--- config.mk ---
export PLATFORM = sky130hd
export DESIGN_NAME = gpio_ports
export DESIGN_NICKNAME = d
export VERILOG_FILES = /design/src/inc/gpio_pkg.sv /design/src/core/gpio_ports.sv
export SDC_FILE = /design/constraint.sdc
export NUM_CORES = 1
export LEC_CHECK = 0
export ABC_AREA = 0
export BUFFER_PORTS_ARGS = -buffer_cell sky130_fd_sc_hd__buf_2
export CORE_MARGIN = 2
export CORE_UTILIZATION = 55
export CTS_BUF_LIST = sky130_fd_sc_hd__clkbuf_2 sky130_fd_sc_hd__clkbuf_4 sky130_fd_sc_hd__clkbuf_8
export DETAILED_ROUTE_END_ITERATION = 16
export PLACE_DENSITY = 0.76
export SYNTH_ARGS = -nofsm -noshare
export SYNTH_HDL_FRONTEND = slang
export SYNTH_SLANG_ARGS = --single-unit
--- constraint.sdc ---
create_clock -name aclk -period 2.52 [get_ports aclk]
set_input_delay 0.504 -clock aclk [delete_from_list [all_inputs] [get_ports aclk]]
set_output_delay 0.504 -clock aclk [all_outputs]
set_load 0.02 [all_outputs]
--- src/inc/gpio_pkg.sv ---
// Purpose: constants for the 21-pin general purpose port block
// Assumes: AXI4-Lite register access, 32-bit data, one word per register
// Notes: pins 0-7 first port, 8-15 second port, 16-20 third port
package gpio_pkg;
    localparam int NPIN = 21;
    localparam int ADDR_W = 8;
    // register byte offsets
    localparam logic [7:0] OFF_FIRST_DATA = 8'h00;
    localparam logic [7:0] OFF_SECOND_DATA = 8'h04;
    localparam logic [7:0] OFF_THIRD_DATA = 8'h08;
    localparam logic [7:0] OFF_FUNC_SEL = 8'h0C;
    localparam logic [7:0] OFF_DIR_SEL = 8'h10;
    localparam logic [7:0] OFF_PULL_MODE = 8'h14;
    localparam logic [7:0] OFF_FIRST_IFG = 8'h18;
    localparam logic [7:0] OFF_SECOND_IFG = 8'h1C;
    localparam logic [7:0] OFF_THIRD_IFG = 8'h20;
    localparam logic [7:0] OFF_EDGE_CTRL = 8'h24;
    localparam logic [7:0] OFF_SECOND_IEN = 8'h28;
    localparam logic [7:0] OFF_CPU_IRQ = 8'h2C;
    localparam logic [7:0] OFF_PORT_CFG = 8'h30;
    localparam logic [7:0] OFF_BIT_OP = 8'h34;
    // edge control fields
    localparam int EC_FALL_LSB = 0;
    localparam int EC_FIRST_LO_EN = 3;
    localparam int EC_FIRST_HI_EN = 4;
    localparam int EC_THIRD_EN = 5;
    localparam int EC_PAD_LOW = 6;
    localparam int EC_W = 7;
    // cpu irq register fields
    localparam int CI_EN_LSB = 0;
    localparam int CI_FLAG_LSB = 8;
    // port config fields
    localparam int PC_PULLDN_LSB = 0;
    localparam int PC_PRIO_LSB = 4;
    // bit operation fields
    localparam int BO_BIT_LSB = 4;
    localparam int BO_PORT_LSB = 8;
    // reset values, port masks, response codes and bit operations
    localparam logic [20:0] RST_DATA = 21'h1F_FFFF;
    localparam logic [20:0] RST_ZERO = 21'h00_0000;
    localparam logic [20:0] NO_PULL_MASK = 21'h00_0300;
    localparam logic [20:0] FIRST_MASK = 21'h00_00FF;
    localparam logic [20:0] SECOND_MASK = 21'h00_FF00;
    localparam logic [20:0] THIRD_MASK = 21'h1F_0000;
    localparam logic [1:0] RESP_OKAY = 2'h0;
    localparam logic [1:0] RESP_SLVERR = 2'h2;
    typedef enum logic [1:0] {OP_CLEAR, OP_SET, OP_TOGGLE, OP_NONE} bit_op_t;
endpackage

--- src/core/gpio_ports.sv ---
// Purpose: 21-pin general purpose ports with pin flags, wake and dma triggers
// Assumes: single clock aclk, synchronous active-low aresetn
// Notes: pad pull resistors are driven as enables; pad drives from pin_out/pin_oe
module gpio_ports (
    input wire logic aclk,
    input wire logic aresetn,
    input wire logic [7:0] s_axi_awaddr,
    input wire logic [2:0] s_axi_awprot,
    input wire logic s_axi_awvalid,
    output logic s_axi_awready,
    input wire logic [31:0] s_axi_wdata,
    input wire logic [3:0] s_axi_wstrb,
    input wire logic s_axi_wvalid,
    output logic s_axi_wready,
    output logic [1:0] s_axi_bresp,
    output logic s_axi_bvalid,
    input wire logic s_axi_bready,
    input wire logic [7:0] s_axi_araddr,
    input wire logic [2:0] s_axi_arprot,
    input wire logic s_axi_arvalid,
    output logic s_axi_arready,
    output logic [31:0] s_axi_rdata,
    output logic [1:0] s_axi_rresp,
    output logic s_axi_rvalid,
    input wire logic s_axi_rready,
    input wire logic [20:0] pin_in,
    output logic [20:0] pin_out,
    output logic [20:0] pin_oe,
    output logic [20:0] pin_pull_up,
    output logic [20:0] pin_pull_down,
    output logic low_supply_pad_drive,
    input wire logic [20:0] periph_a_out,
    input wire logic [20:0] periph_a_oe,
    input wire logic [20:0] periph_b_out,
    input wire logic [20:0] periph_b_oe,
    output logic [20:0] periph_in,
    input wire logic deep_sleep_mode_a,
    input wire logic deep_sleep_mode_b,
    input wire logic sleep_active,
    output logic wake_req,
    output logic [2:0] port_irq_req,
    output logic first_port_dma_trigger,
    output logic second_port_dma_trigger,
    input wire logic [1:0] dma_wr,
    input wire logic [7:0] dma_wdata,
    output logic [7:0] dma_first_rdata,
    output logic [7:0] dma_second_rdata
);

    function automatic logic [20:0] port_mask(input logic [1:0] p);
        unique case (p)
            2'd0: port_mask = gpio_pkg::FIRST_MASK;
            2'd1: port_mask = gpio_pkg::SECOND_MASK;
            default: port_mask = gpio_pkg::THIRD_MASK;
        endcase
    endfunction

    function automatic logic [20:0] spread(input logic [2:0] v);
        spread = {{5{v[2]}}, {8{v[1]}}, {8{v[0]}}};
    endfunction

    ////////////////////////////////////////////////////////////////////
    // pin synchroniser
    logic [20:0] s1_q, s2_q, s3_q, lvl_q, lvl_d;
    always_comb begin
        lvl_d = lvl_q;
        for (int i = 0; i < gpio_pkg::NPIN; i++) begin
            if (s2_q[i] == s3_q[i]) begin
                lvl_d[i] = s3_q[i];
            end
        end
    end
    always_ff @(posedge aclk) begin
        if (!aresetn) begin
            s1_q <= gpio_pkg::RST_DATA;
            s2_q <= gpio_pkg::RST_DATA;
            s3_q <= gpio_pkg::RST_DATA;
            lvl_q <= gpio_pkg::RST_DATA;
        end else begin
            s1_q <= pin_in;
            s2_q <= s1_q;
            s3_q <= s2_q;
            lvl_q <= lvl_d;
        end
    end

    ////////////////////////////////////////////////////////////////////
    // axi4-lite slave and register file
    logic aw_q, aw_d, w_q, w_d, bv_q, bv_d, rv_q, rv_d;
    logic [7:0] awa_q, awa_d, ara_d;
    logic [31:0] wd_q, wd_d, rd_q, rd_d;
    logic [1:0] br_q, br_d, rr_q, rr_d;
    logic [20:0] data_q, data_d, sel_q, sel_d, dir_q, dir_d, inp_q, inp_d;
    logic [20:0] ifg_q, ifg_d, ev;
    logic [7:0] cpu_irq_enable_two_q, cpu_irq_enable_two_d;
    logic [6:0] ec_q, ec_d;
    logic [2:0] cen_q, cen_d, cflg_q, cflg_d, pd_q, pd_d, pri_q, pri_d;
    logic do_wr, do_rd, hit;
    logic [31:0] wv;
    logic [20:0] bit_sel;
    logic [1:0] op_port;

    assign do_wr = aw_q && w_q && !bv_q;
    assign do_rd = s_axi_arvalid && !rv_q;
    assign wv = wd_q;
    assign op_port = wv[gpio_pkg::BO_PORT_LSB +: 2];
    assign ara_d = s_axi_araddr;

    always_comb begin
        aw_d = aw_q;
        w_d = w_q;
        awa_d = awa_q;
        wd_d = wd_q;
        bv_d = bv_q;
        br_d = br_q;
        if (s_axi_awvalid && !aw_q) begin
            aw_d = 1'b1;
            awa_d = s_axi_awaddr;
        end
        if (s_axi_wvalid && !w_q) begin
            w_d = 1'b1;
            wd_d = s_axi_wdata;
        end
        if (bv_q && s_axi_bready) begin
            bv_d = 1'b0;
        end
        if (do_wr) begin
            aw_d = 1'b0;
            w_d = 1'b0;
            bv_d = 1'b1;
            br_d = gpio_pkg::RESP_OKAY;
            if (awa_q > gpio_pkg::OFF_BIT_OP || awa_q[1:0] != 2'b00) begin
                br_d = gpio_pkg::RESP_SLVERR;
            end
        end
    end

    always_comb begin
        data_d = data_q;
        sel_d = sel_q;
        dir_d = dir_q;
        inp_d = inp_q;
        cpu_irq_enable_two_d = cpu_irq_enable_two_q;
        ec_d = ec_q;
        cen_d = cen_q;
        pd_d = pd_q;
        pri_d = pri_q;
        bit_sel = '0;
        if (dma_wr[0]) begin
            data_d[7:0] = dma_wdata;
        end
        if (dma_wr[1]) begin
            data_d[15:8] = dma_wdata;
        end
        if (do_wr) begin
            unique case (awa_q)
                gpio_pkg::OFF_FIRST_DATA: data_d[7:0] = wv[7:0];
                gpio_pkg::OFF_SECOND_DATA: data_d[15:8] = wv[7:0];
                gpio_pkg::OFF_THIRD_DATA: data_d[20:16] = wv[4:0];
                gpio_pkg::OFF_FUNC_SEL: sel_d = wv[20:0];
                gpio_pkg::OFF_DIR_SEL: dir_d = wv[20:0];
                gpio_pkg::OFF_PULL_MODE: inp_d = wv[20:0];
                gpio_pkg::OFF_EDGE_CTRL: ec_d = wv[6:0];
                gpio_pkg::OFF_SECOND_IEN: cpu_irq_enable_two_d = wv[7:0];
                gpio_pkg::OFF_CPU_IRQ: cen_d = wv[gpio_pkg::CI_EN_LSB +: 3];
                gpio_pkg::OFF_PORT_CFG: begin
                    pd_d = wv[gpio_pkg::PC_PULLDN_LSB +: 3];
                    pri_d = wv[gpio_pkg::PC_PRIO_LSB +: 3];
                end
                // bit op modifies latch, not pins
                gpio_pkg::OFF_BIT_OP: begin
                    bit_sel = port_mask(op_port) & (21'h00_0001 << {op_port == 2'd2 ? 2'd2 : op_port, 3'd0}
                        << wv[gpio_pkg::BO_BIT_LSB +: 3]);
                    unique case (gpio_pkg::bit_op_t'(wv[1:0]))
                        gpio_pkg::OP_CLEAR: data_d = data_d & ~bit_sel;
                        gpio_pkg::OP_SET: data_d = data_d | bit_sel;
                        gpio_pkg::OP_TOGGLE: data_d = data_d ^ bit_sel;
                        gpio_pkg::OP_NONE: data_d = data_d;
                    endcase
                end
                default: data_d = data_d;
            endcase
        end
    end

    // flags set by any event; write 0 clears, set wins
    always_comb begin
        ifg_d = ifg_q;
        cflg_d = cflg_q;
        if (do_wr) begin
            unique case (awa_q)
                gpio_pkg::OFF_FIRST_IFG: ifg_d[7:0] = ifg_q[7:0] & wv[7:0];
                gpio_pkg::OFF_SECOND_IFG: ifg_d[15:8] = ifg_q[15:8] & wv[7:0];
                gpio_pkg::OFF_THIRD_IFG: ifg_d[20:16] = ifg_q[20:16] & wv[4:0];
                gpio_pkg::OFF_CPU_IRQ: cflg_d = cflg_q & wv[gpio_pkg::CI_FLAG_LSB +: 3];
                default: ifg_d = ifg_d;
            endcase
        end
        ifg_d = ifg_d | ev;
        // port-level flag raised from enabled pin events
        cflg_d = cflg_d | ({|(ev[20:16] & {5{ec_q[gpio_pkg::EC_THIRD_EN]}}),
            |(ev[15:8] & cpu_irq_enable_two_q),
            |(ev[7:0] & {{4{ec_q[gpio_pkg::EC_FIRST_HI_EN]}}, {4{ec_q[gpio_pkg::EC_FIRST_LO_EN]}}})});
    end

    always_comb begin
        rv_d = rv_q;
        rd_d = rd_q;
        rr_d = rr_q;
        if (rv_q && s_axi_rready) begin
            rv_d = 1'b0;
        end
        if (do_rd) begin
            rv_d = 1'b1;
            rr_d = gpio_pkg::RESP_OKAY;
            rd_d = '0;
            unique case (ara_d)
                gpio_pkg::OFF_FIRST_DATA: rd_d[7:0] = lvl_q[7:0];
                gpio_pkg::OFF_SECOND_DATA: rd_d[7:0] = lvl_q[15:8];
                gpio_pkg::OFF_THIRD_DATA: rd_d[4:0] = lvl_q[20:16];
                gpio_pkg::OFF_FUNC_SEL: rd_d[20:0] = sel_q;
                gpio_pkg::OFF_DIR_SEL: rd_d[20:0] = dir_q;
                gpio_pkg::OFF_PULL_MODE: rd_d[20:0] = inp_q;
                gpio_pkg::OFF_FIRST_IFG: rd_d[7:0] = ifg_q[7:0];
                gpio_pkg::OFF_SECOND_IFG: rd_d[7:0] = ifg_q[15:8];
                gpio_pkg::OFF_THIRD_IFG: rd_d[4:0] = ifg_q[20:16];
                gpio_pkg::OFF_EDGE_CTRL: rd_d[6:0] = ec_q;
                gpio_pkg::OFF_SECOND_IEN: rd_d[7:0] = cpu_irq_enable_two_q;
                gpio_pkg::OFF_CPU_IRQ: begin
                    rd_d[gpio_pkg::CI_EN_LSB +: 3] = cen_q;
                    rd_d[gpio_pkg::CI_FLAG_LSB +: 3] = cflg_q;
                end
                gpio_pkg::OFF_PORT_CFG: begin
                    rd_d[gpio_pkg::PC_PULLDN_LSB +: 3] = pd_q;
                    rd_d[gpio_pkg::PC_PRIO_LSB +: 3] = pri_q;
                end
                // latch contents, as a bit op sees them
                gpio_pkg::OFF_BIT_OP: rd_d[20:0] = data_q;
                default: rr_d = gpio_pkg::RESP_SLVERR;
            endcase
        end
    end

    always_ff @(posedge aclk) begin
        if (!aresetn) begin
            aw_q <= 1'b0;
            w_q <= 1'b0;
            bv_q <= 1'b0;
            rv_q <= 1'b0;
            awa_q <= 8'h00;
            wd_q <= 32'h0000_0000;
            rd_q <= 32'h0000_0000;
            br_q <= gpio_pkg::RESP_OKAY;
            rr_q <= gpio_pkg::RESP_OKAY;
            // GPIO inputs after reset; pull-up default
            data_q <= gpio_pkg::RST_DATA;
            sel_q <= gpio_pkg::RST_ZERO;
            dir_q <= gpio_pkg::RST_ZERO;
            inp_q <= gpio_pkg::RST_ZERO;
            ifg_q <= gpio_pkg::RST_ZERO;
            cpu_irq_enable_two_q <= 8'h00;
            ec_q <= 7'h00;
            cen_q <= 3'h0;
            cflg_q <= 3'h0;
            pd_q <= 3'h0;
            pri_q <= 3'h0;
        end else begin
            aw_q <= aw_d;
            w_q <= w_d;
            bv_q <= bv_d;
            rv_q <= rv_d;
            awa_q <= awa_d;
            wd_q <= wd_d;
            rd_q <= rd_d;
            br_q <= br_d;
            rr_q <= rr_d;
            data_q <= data_d;
            sel_q <= sel_d;
            dir_q <= dir_d;
            inp_q <= inp_d;
            ifg_q <= ifg_d;
            cpu_irq_enable_two_q <= cpu_irq_enable_two_d;
            ec_q <= ec_d;
            cen_q <= cen_d;
            cflg_q <= cflg_d;
            pd_q <= pd_d;
            pri_q <= pri_d;
        end
    end

    assign s_axi_awready = !aw_q;
    assign s_axi_wready = !w_q;
    assign s_axi_bvalid = bv_q;
    assign s_axi_bresp = br_q;
    assign s_axi_arready = !rv_q;
    assign s_axi_rvalid = rv_q;
    assign s_axi_rdata = rd_q;
    assign s_axi_rresp = rr_q;

    ////////////////////////////////////////////////////////////////////
    // edges, flags, dma triggers, wake
    logic [20:0] gpin, rise, fall;
    logic dma0_q, dma1_q, wake_q, pad_q;
    logic [2:0] irq_q;
    logic [7:0] dr0_q, dr1_q;

    // GPIO input pins only, edge per port
    assign gpin = ~sel_q & ~dir_q;
    assign rise = lvl_d & ~lvl_q;
    assign fall = ~lvl_d & lvl_q;
    assign ev = gpin & ((rise & ~spread(ec_q[2:0])) | (fall & spread(ec_q[2:0])));

    always_ff @(posedge aclk) begin
        if (!aresetn) begin
            dma0_q <= 1'b0;
            dma1_q <= 1'b0;
            wake_q <= 1'b0;
            irq_q <= 3'h0;
            pad_q <= 1'b0;
            dr0_q <= 8'hFF;
            dr1_q <= 8'hFF;
        end else begin
            dma0_q <= |(gpin[7:0] & (lvl_d[7:0] ^ lvl_q[7:0]));
            dma1_q <= |(gpin[15:8] & (lvl_d[15:8] ^ lvl_q[15:8]));
            wake_q <= sleep_active && (|ev);
            irq_q <= cflg_q & cen_q;
            pad_q <= ec_q[gpio_pkg::EC_PAD_LOW];
            // dma read view of pin levels
            dr0_q <= lvl_q[7:0];
            dr1_q <= lvl_q[15:8];
        end
    end

    ////////////////////////////////////////////////////////////////////
    // pad drive, peripheral muxing, sleep retention
    logic [20:0] mout, moe, b_wins, pu_d, pdn_d;
    logic [20:0] out_q, oe_q, pu_q, pdn_q, pin_q;
    logic frozen;

    assign b_wins = periph_b_oe & (~periph_a_oe | spread(pri_q));
    assign mout = sel_q & ((b_wins & periph_b_out) | (~b_wins & periph_a_out)) | (~sel_q & data_q);
    assign moe = (sel_q & (periph_a_oe | periph_b_oe)) | (~sel_q & dir_q);
    // tri-state when mode bit set; high-drive pins never pulled
    assign pu_d = ~moe & ~inp_q & ~spread(pd_q) & ~gpio_pkg::NO_PULL_MASK;
    assign pdn_d = ~moe & ~inp_q & spread(pd_q) & ~gpio_pkg::NO_PULL_MASK;
    assign frozen = deep_sleep_mode_a || deep_sleep_mode_b;

    always_ff @(posedge aclk) begin
        if (!aresetn) begin
            out_q <= gpio_pkg::RST_DATA;
            oe_q <= gpio_pkg::RST_ZERO;
            pu_q <= ~gpio_pkg::NO_PULL_MASK;
            pdn_q <= gpio_pkg::RST_ZERO;
            pin_q <= gpio_pkg::RST_DATA;
        end else begin
            // hold mode and output in deep sleep
            if (!frozen) begin
                out_q <= mout;
                oe_q <= moe;
                pu_q <= pu_d;
                pdn_q <= pdn_d;
            end
            pin_q <= lvl_q;
        end
    end

    // port widths fixed by the masks above
    assign pin_out = out_q;
    assign pin_oe = oe_q;
    assign pin_pull_up = pu_q;
    assign pin_pull_down = pdn_q;
    assign periph_in = pin_q;
    assign low_supply_pad_drive = pad_q;
    assign wake_req = wake_q;
    assign port_irq_req = irq_q;
    assign first_port_dma_trigger = dma0_q;
    assign second_port_dma_trigger = dma1_q;
    assign dma_first_rdata = dr0_q;
    assign dma_second_rdata = dr1_q;

endmodule

Word level (Yosys, flattened, before mapping)
Index checks and enable logic that the tools add are counted.

operators by class
  order comparisons = 1
  equal/unequal tests = 53
  shift operators = 2
  mux-type cells = 51
  bitwise operators = 52
  reductions and logical operators = 38

operators by type and width
  cell                  number
  $and 21x21->21        18
  $not 21->21           11
  $or 21x21->21         8
  $eq 8x6->1 const B    12
  $pmux 21 s4           1
  $eq 8x5->1 const B    8
  $mux 21               3
  $and 8x8->8           6
  $pmux 21 s2           1
  $pmux 3 s14           1
  $pmux 10 s4           1
  $eq 8x4->1 const B    4
  $mux 8                4
  $pmux 8 s2            2
  $reduce_or 8->1       4
  $mux 1                25
  $pmux 2 s11           1
  $eq 1x1->1            21
  $reduce_or 21->1      1
  $shl 1x5->21 const A  1
  $shl 21x3->21         1
  $xor 21x21->21        1
  $eq 8x3->1 const B    2
  $logic_not 8->1       2
  other kinds (28)      58

storage, ports and cells
  register bits after elaboration = 398
  bits of input ports = 183
  output and inout port bits = 169
  logic and storage cells = 234

Depth between registers and ports, before layout
  depth in word-level cells = 10
  gate-level depth with buffers = 10

Worst setup path before layout
Ideal clock, no wire load.

  path type = input-to-reg
  start point = input dma_wr[1]
  end point = register data_q[11]
  library setup time = 121 ps
  data arrival time = 2,104 ps
  data required time = 2,399 ps
  setup slack = 295 ps
  stages = 7
  path buffers = 1
  cell sequence = buf_2 mux2_2 ha_1 inv_1 mux4_2 a221oi_1 nand2_1

between the ends
  longest elaborated chain between the ends = 5
  elaborated cells on any way between the ends = 7

RTL lines
  element                                       line               RTL
  start: declaration                            gpio_ports.sv:44   input wire logic [1:0] dma_wr,
  $mux 8 (*)                                    gpio_ports.sv:152  if (dma_wr[1]) begin
  $xor 21x21->21, or another cell as far along  gpio_ports.sv:177  gpio_pkg::OP_TOGGLE: data_d = data_d ^ bit_sel;
  $pmux 21 s4                                   gpio_ports.sv:174  unique case (gpio_pkg::bit_op_t'(wv[1:0]))
  $pmux 8 s2                                    gpio_ports.sv:156  unique case (awa_q)
  $mux 16 (*)                                   gpio_ports.sv:155  if (do_wr) begin
  end signal: assignment                        gpio_ports.sv:256  data_q <= gpio_pkg::RST_DATA;
  end signal: assignment                        gpio_ports.sv:277  data_q <= data_d;
  end: declaration                              gpio_ports.sv:93   logic [20:0] data_q, data_d, sel_q, sel_d, dir_q, dir_d, inp_q, inp_d;

Every way passes the cells marked *; elsewhere a longest branch is shown, timed or not.
A chain may end at the register's enable or synchronous reset.

Worst setup path after layout
  start point = register lvl_q[9]
  end point = register wake_q, in the netlist wake_req

between the ends
  longest elaborated chain between the ends = 8
  elaborated cells on any way between the ends = 11

RTL lines
  element                   line               RTL
  start: declaration        gpio_ports.sv:64   logic [20:0] s1_q, s2_q, s3_q, lvl_q, lvl_d;
  start signal: assignment  gpio_ports.sv:78   lvl_q <= gpio_pkg::RST_DATA;
  start signal: assignment  gpio_ports.sv:83   lvl_q <= lvl_d;
  $mux 1                    gpio_ports.sv:68   if (s2_q[i] == s3_q[i]) begin
  $not 21->21               gpio_ports.sv:310  assign fall = ~lvl_d & lvl_q;
  $and 21x21->21            gpio_ports.sv:310
  $and 21x21->21            gpio_ports.sv:311  assign ev = gpin & ((rise & ~spread(ec_q[2:0])) | (fall & spread(ec_q[2:0])));
  $or 21x21->21 (*)         gpio_ports.sv:311
  $and 21x21->21 (*)        gpio_ports.sv:311
  $reduce_or 21->1 (*)      gpio_ports.sv:325  wake_q <= sleep_active && (|ev);
  $logic_and 1x1->1 (*)     gpio_ports.sv:325
  end signal: assignment    gpio_ports.sv:325
  end: declaration          gpio_ports.sv:303  logic dma0_q, dma1_q, wake_q, pad_q;

Marked as above.

==> impl_metrics.env <==
export IMPL_outcome="completed"
export IMPL_grt_overflow_total=0
export IMPL_ys_ff_latch=380
export IMPL_numCtsBuffers=60
export IMPL_drtAntennaViolNets=0
export IMPL_maxCapViolCount=0
export IMPL_synth_top_area_share_pct=42.1
export IMPL_period_share_pct=93.8
export IMPL_gp_congestion=1.00
export IMPL_via_per_inst=5.92
export IMPL_setup_slack_ns=0.157
export IMPL_startpoint_type="flop"
export IMPL_r2r_end="wake_req"
export IMPL_insertion_delay_ns=0.63
export IMPL_vias=16895
export IMPL_crit_path_end_kind="flop"
export IMPL_cts_sinks=380
export IMPL_grt_pass1_wl_um=91400
export IMPL_synth_ff_type="dfxtp_1"
export IMPL_cp_buffers_inverters=2
export IMPL_drive_gt1_share_pct=24.0
export IMPL_max_slew_margin_rel_pct=22.3
export IMPL_cp_depth=10
export IMPL_ys_top_cells_by_area="dfxtp_1, nand2_1, ha_1"
export IMPL_min_period_ns=2.36
export IMPL_path_clk_slew_ns=0.06
export IMPL_cts_setup_buffers=0
export IMPL_synth_cells=2059
export IMPL_cts_root_buf="clkbuf_8"
export IMPL_required_ns=3.01
export IMPL_dp_slack_ns=0.138
export IMPL_num_io_pins=352
export IMPL_wl_per_cell_um=21.7
export IMPL_die_h_um=185
export IMPL_synth_area_leader_cell="dfxtp_1"
export IMPL_fin_nets=2622
export IMPL_slew_viol_final=0
export IMPL_reg2regPathDepth=10
export IMPL_place_detailed_hpwl_um=45700
export IMPL_crit_family="simple AND/OR/NAND/NOR gates"
export IMPL_gr_usage_met3_pct=6.06
export IMPL_rsz0062_at_grt="no"
export IMPL_cts_buffer_depth=3
export IMPL_area_delta_synth_final_pct=19.0
export IMPL_grt_pass1_vias=15721
export IMPL_power_density_nw_per_um2=627
export IMPL_ir_worst_vdd_mv=0.434
export IMPL_finalSetupViolCount=0
export IMPL_drt_total_wl_um=61800
export IMPL_met1_usage_pct=46.4
export IMPL_async_reset_ff_share_pct=0
export IMPL_r2r_start="lvl_q[9]"
export IMPL_initial_utilization_pct=55.7
export IMPL_portBuffers=313
export IMPL_syn_mean_instance_area_um2=8.78
export IMPL_cp_cell_sequence="inv_1, nand2_1, o21ai_0, ha_1, mux2_2, nand2_1, nand4_1, nor4_1, buf_4, a21oi_1"
export IMPL_grt_max_degree=165
export IMPL_synthTopCellsByCount="dfxtp_1, nand2_1, nor2_1, clkbuf_1, inv_1"
export IMPL_endpoint="wake_req"
export IMPL_cpMostUsedCell="nand2_1"
export IMPL_worstSetupStartpoint="lvl_q[9]"
export IMPL_crit_type="flop to flop"
export IMPL_grt_use_met2_pct=55.1
export IMPL_cts_resized=0
export IMPL_drc=0
export IMPL_num_rows=66
export IMPL_reg2reg_slack_ns=0.16
export IMPL_p_leak_nw=9.37
export IMPL_antenna_found_initial=2
export IMPL_crit_slowest_cell="dfxtp_1"
export IMPL_yosysSeqAreaShare_pct=42.1
export IMPL_synth_cell_type_count=70
export IMPL_ctsHoldBuffers=0
export IMPL_die_w_um=185
export IMPL_clock_fmax_mhz=423
export IMPL_syn_area_um2=18100
export IMPL_hold_viol_final=0
export IMPL_tns_ns=0
export IMPL_crit_path_max_incr_delay_ns=0.44
export IMPL_crit_arrival_ns=2.85
export IMPL_critPathMaxFanout=3
export IMPL_drtIter0Drc=1996
export IMPL_cts_tree="built"
export IMPL_yosys_warnings=0
export IMPL_worst_pin_slew_ns=1.16
export IMPL_cts_max_level=2
export IMPL_core_um2=32500
export IMPL_dieArea_um2=34300
export IMPL_yosysMostFrequentCell="dfxtp_1"
export IMPL_busiest_layer="met2"
export IMPL_synth_edf_count=0
export IMPL_skew_ns=0.0349
export IMPL_grt_usage_pct=35.0
export IMPL_drt_first_pass_iters=7
export IMPL_worstHoldPathType="input pin to flop"
==> per-stage QoR <==
step                      hold WS, ns  util, %  total power, mW  std cells  cell area, µm²
after floorplan                 0.386        -             7.23       2075           18100
final                          0.0662     66.3             13.5       2852           21500
after CTS                      0.0480     66.3             13.5       2851           21500
after global placement          0.392     62.2             7.73       2745           20200
after global routing           0.0572     66.3             13.9       2852           21500
after detailed placement        0.391     62.2             7.77       2745           20200
==> worst min path at each step <==
stage               start       end  cells past startpoint
2_1_floorplan     s1_q[0]   s2_q[0]                      1
3_3_place_gp      s1_q[5]   s2_q[5]                      1
3_5_place_dp      s1_q[5]   s2_q[5]                      1
4_1_cts         pin_in[3]   s1_q[3]                      2
5_1_grt        pin_in[16]  s1_q[16]                      2
6_report        pin_in[3]   s1_q[3]                      2
==> metal layers <==
metal | share of wire [%] | vias to the layer above | wire length [µm]
li1 | - | 7717 | -
met1 | 40 | 8005 | 24500
met2 | 45 | 1002 | 27600
met3 | 10 | 171 | 6460
met4 | 5.3 | 0 | 3250
met5 | 0 | - | 0
==> layout by cell type (no fill, tap or decap), drive strengths merged, types with 9 or more instances in the layout <==
cell type / n
and3: 12
nand3: 34
a22oi: 29
nor2b: 54
nor4: 11
clkinv: 9
o21ai: 99
a211oi: 24
mux2: 37
o31ai: 17
mux4: 17
a21boi: 75
nand4: 9
dfxtp: 380
conb: 17
inv: 98
a221o: 18
buf: 396
nor3: 23
a222oi: 11
o211ai: 9
a31oi: 9
nor4bb: 10
nand2: 335
nand2b: 74
ha: 74
a211o: 21
mux2i: 91
nor2: 143
a22o: 13
a21oi: 89
clkbuf: 91
a221oi: 12
==> power by group <==
group          switching [mW]  total [mW]  internal (mW)
logic                   0.772        1.33          0.555
clock network            2.50        5.83           3.33
registers               0.178        6.34           6.17
==> cells by family (layout without fill, tap and decap cells) <==
logic type,count (synthesis),after routing,synth area share (%)
AO/OA/AOI/OAI,455,455,17.3
XOR/XNOR,1,1,0.0484
adder cells (fa/ha/maj),74,74,5.12
buffers and inverters,264,598,6.46
flip-flops,380,380,42.1
multiplexers,145,145,9.48
other,1,18,0.0207
AND/OR/NAND/NOR,739,739,19.5
==> cell type report <==
cell class              instances  area, µm²
flip-flops and latches        380       7610
inverters                      96        362
fillers                      2719      10900
multi-input cells            1431       9370
clock buffers                  91       1150
repair buffers                396       2280
diodes                          1       2.50
clock inverters                15        190
well taps                     442        553
No activity file was read; power rests on OpenSTA's default activity.
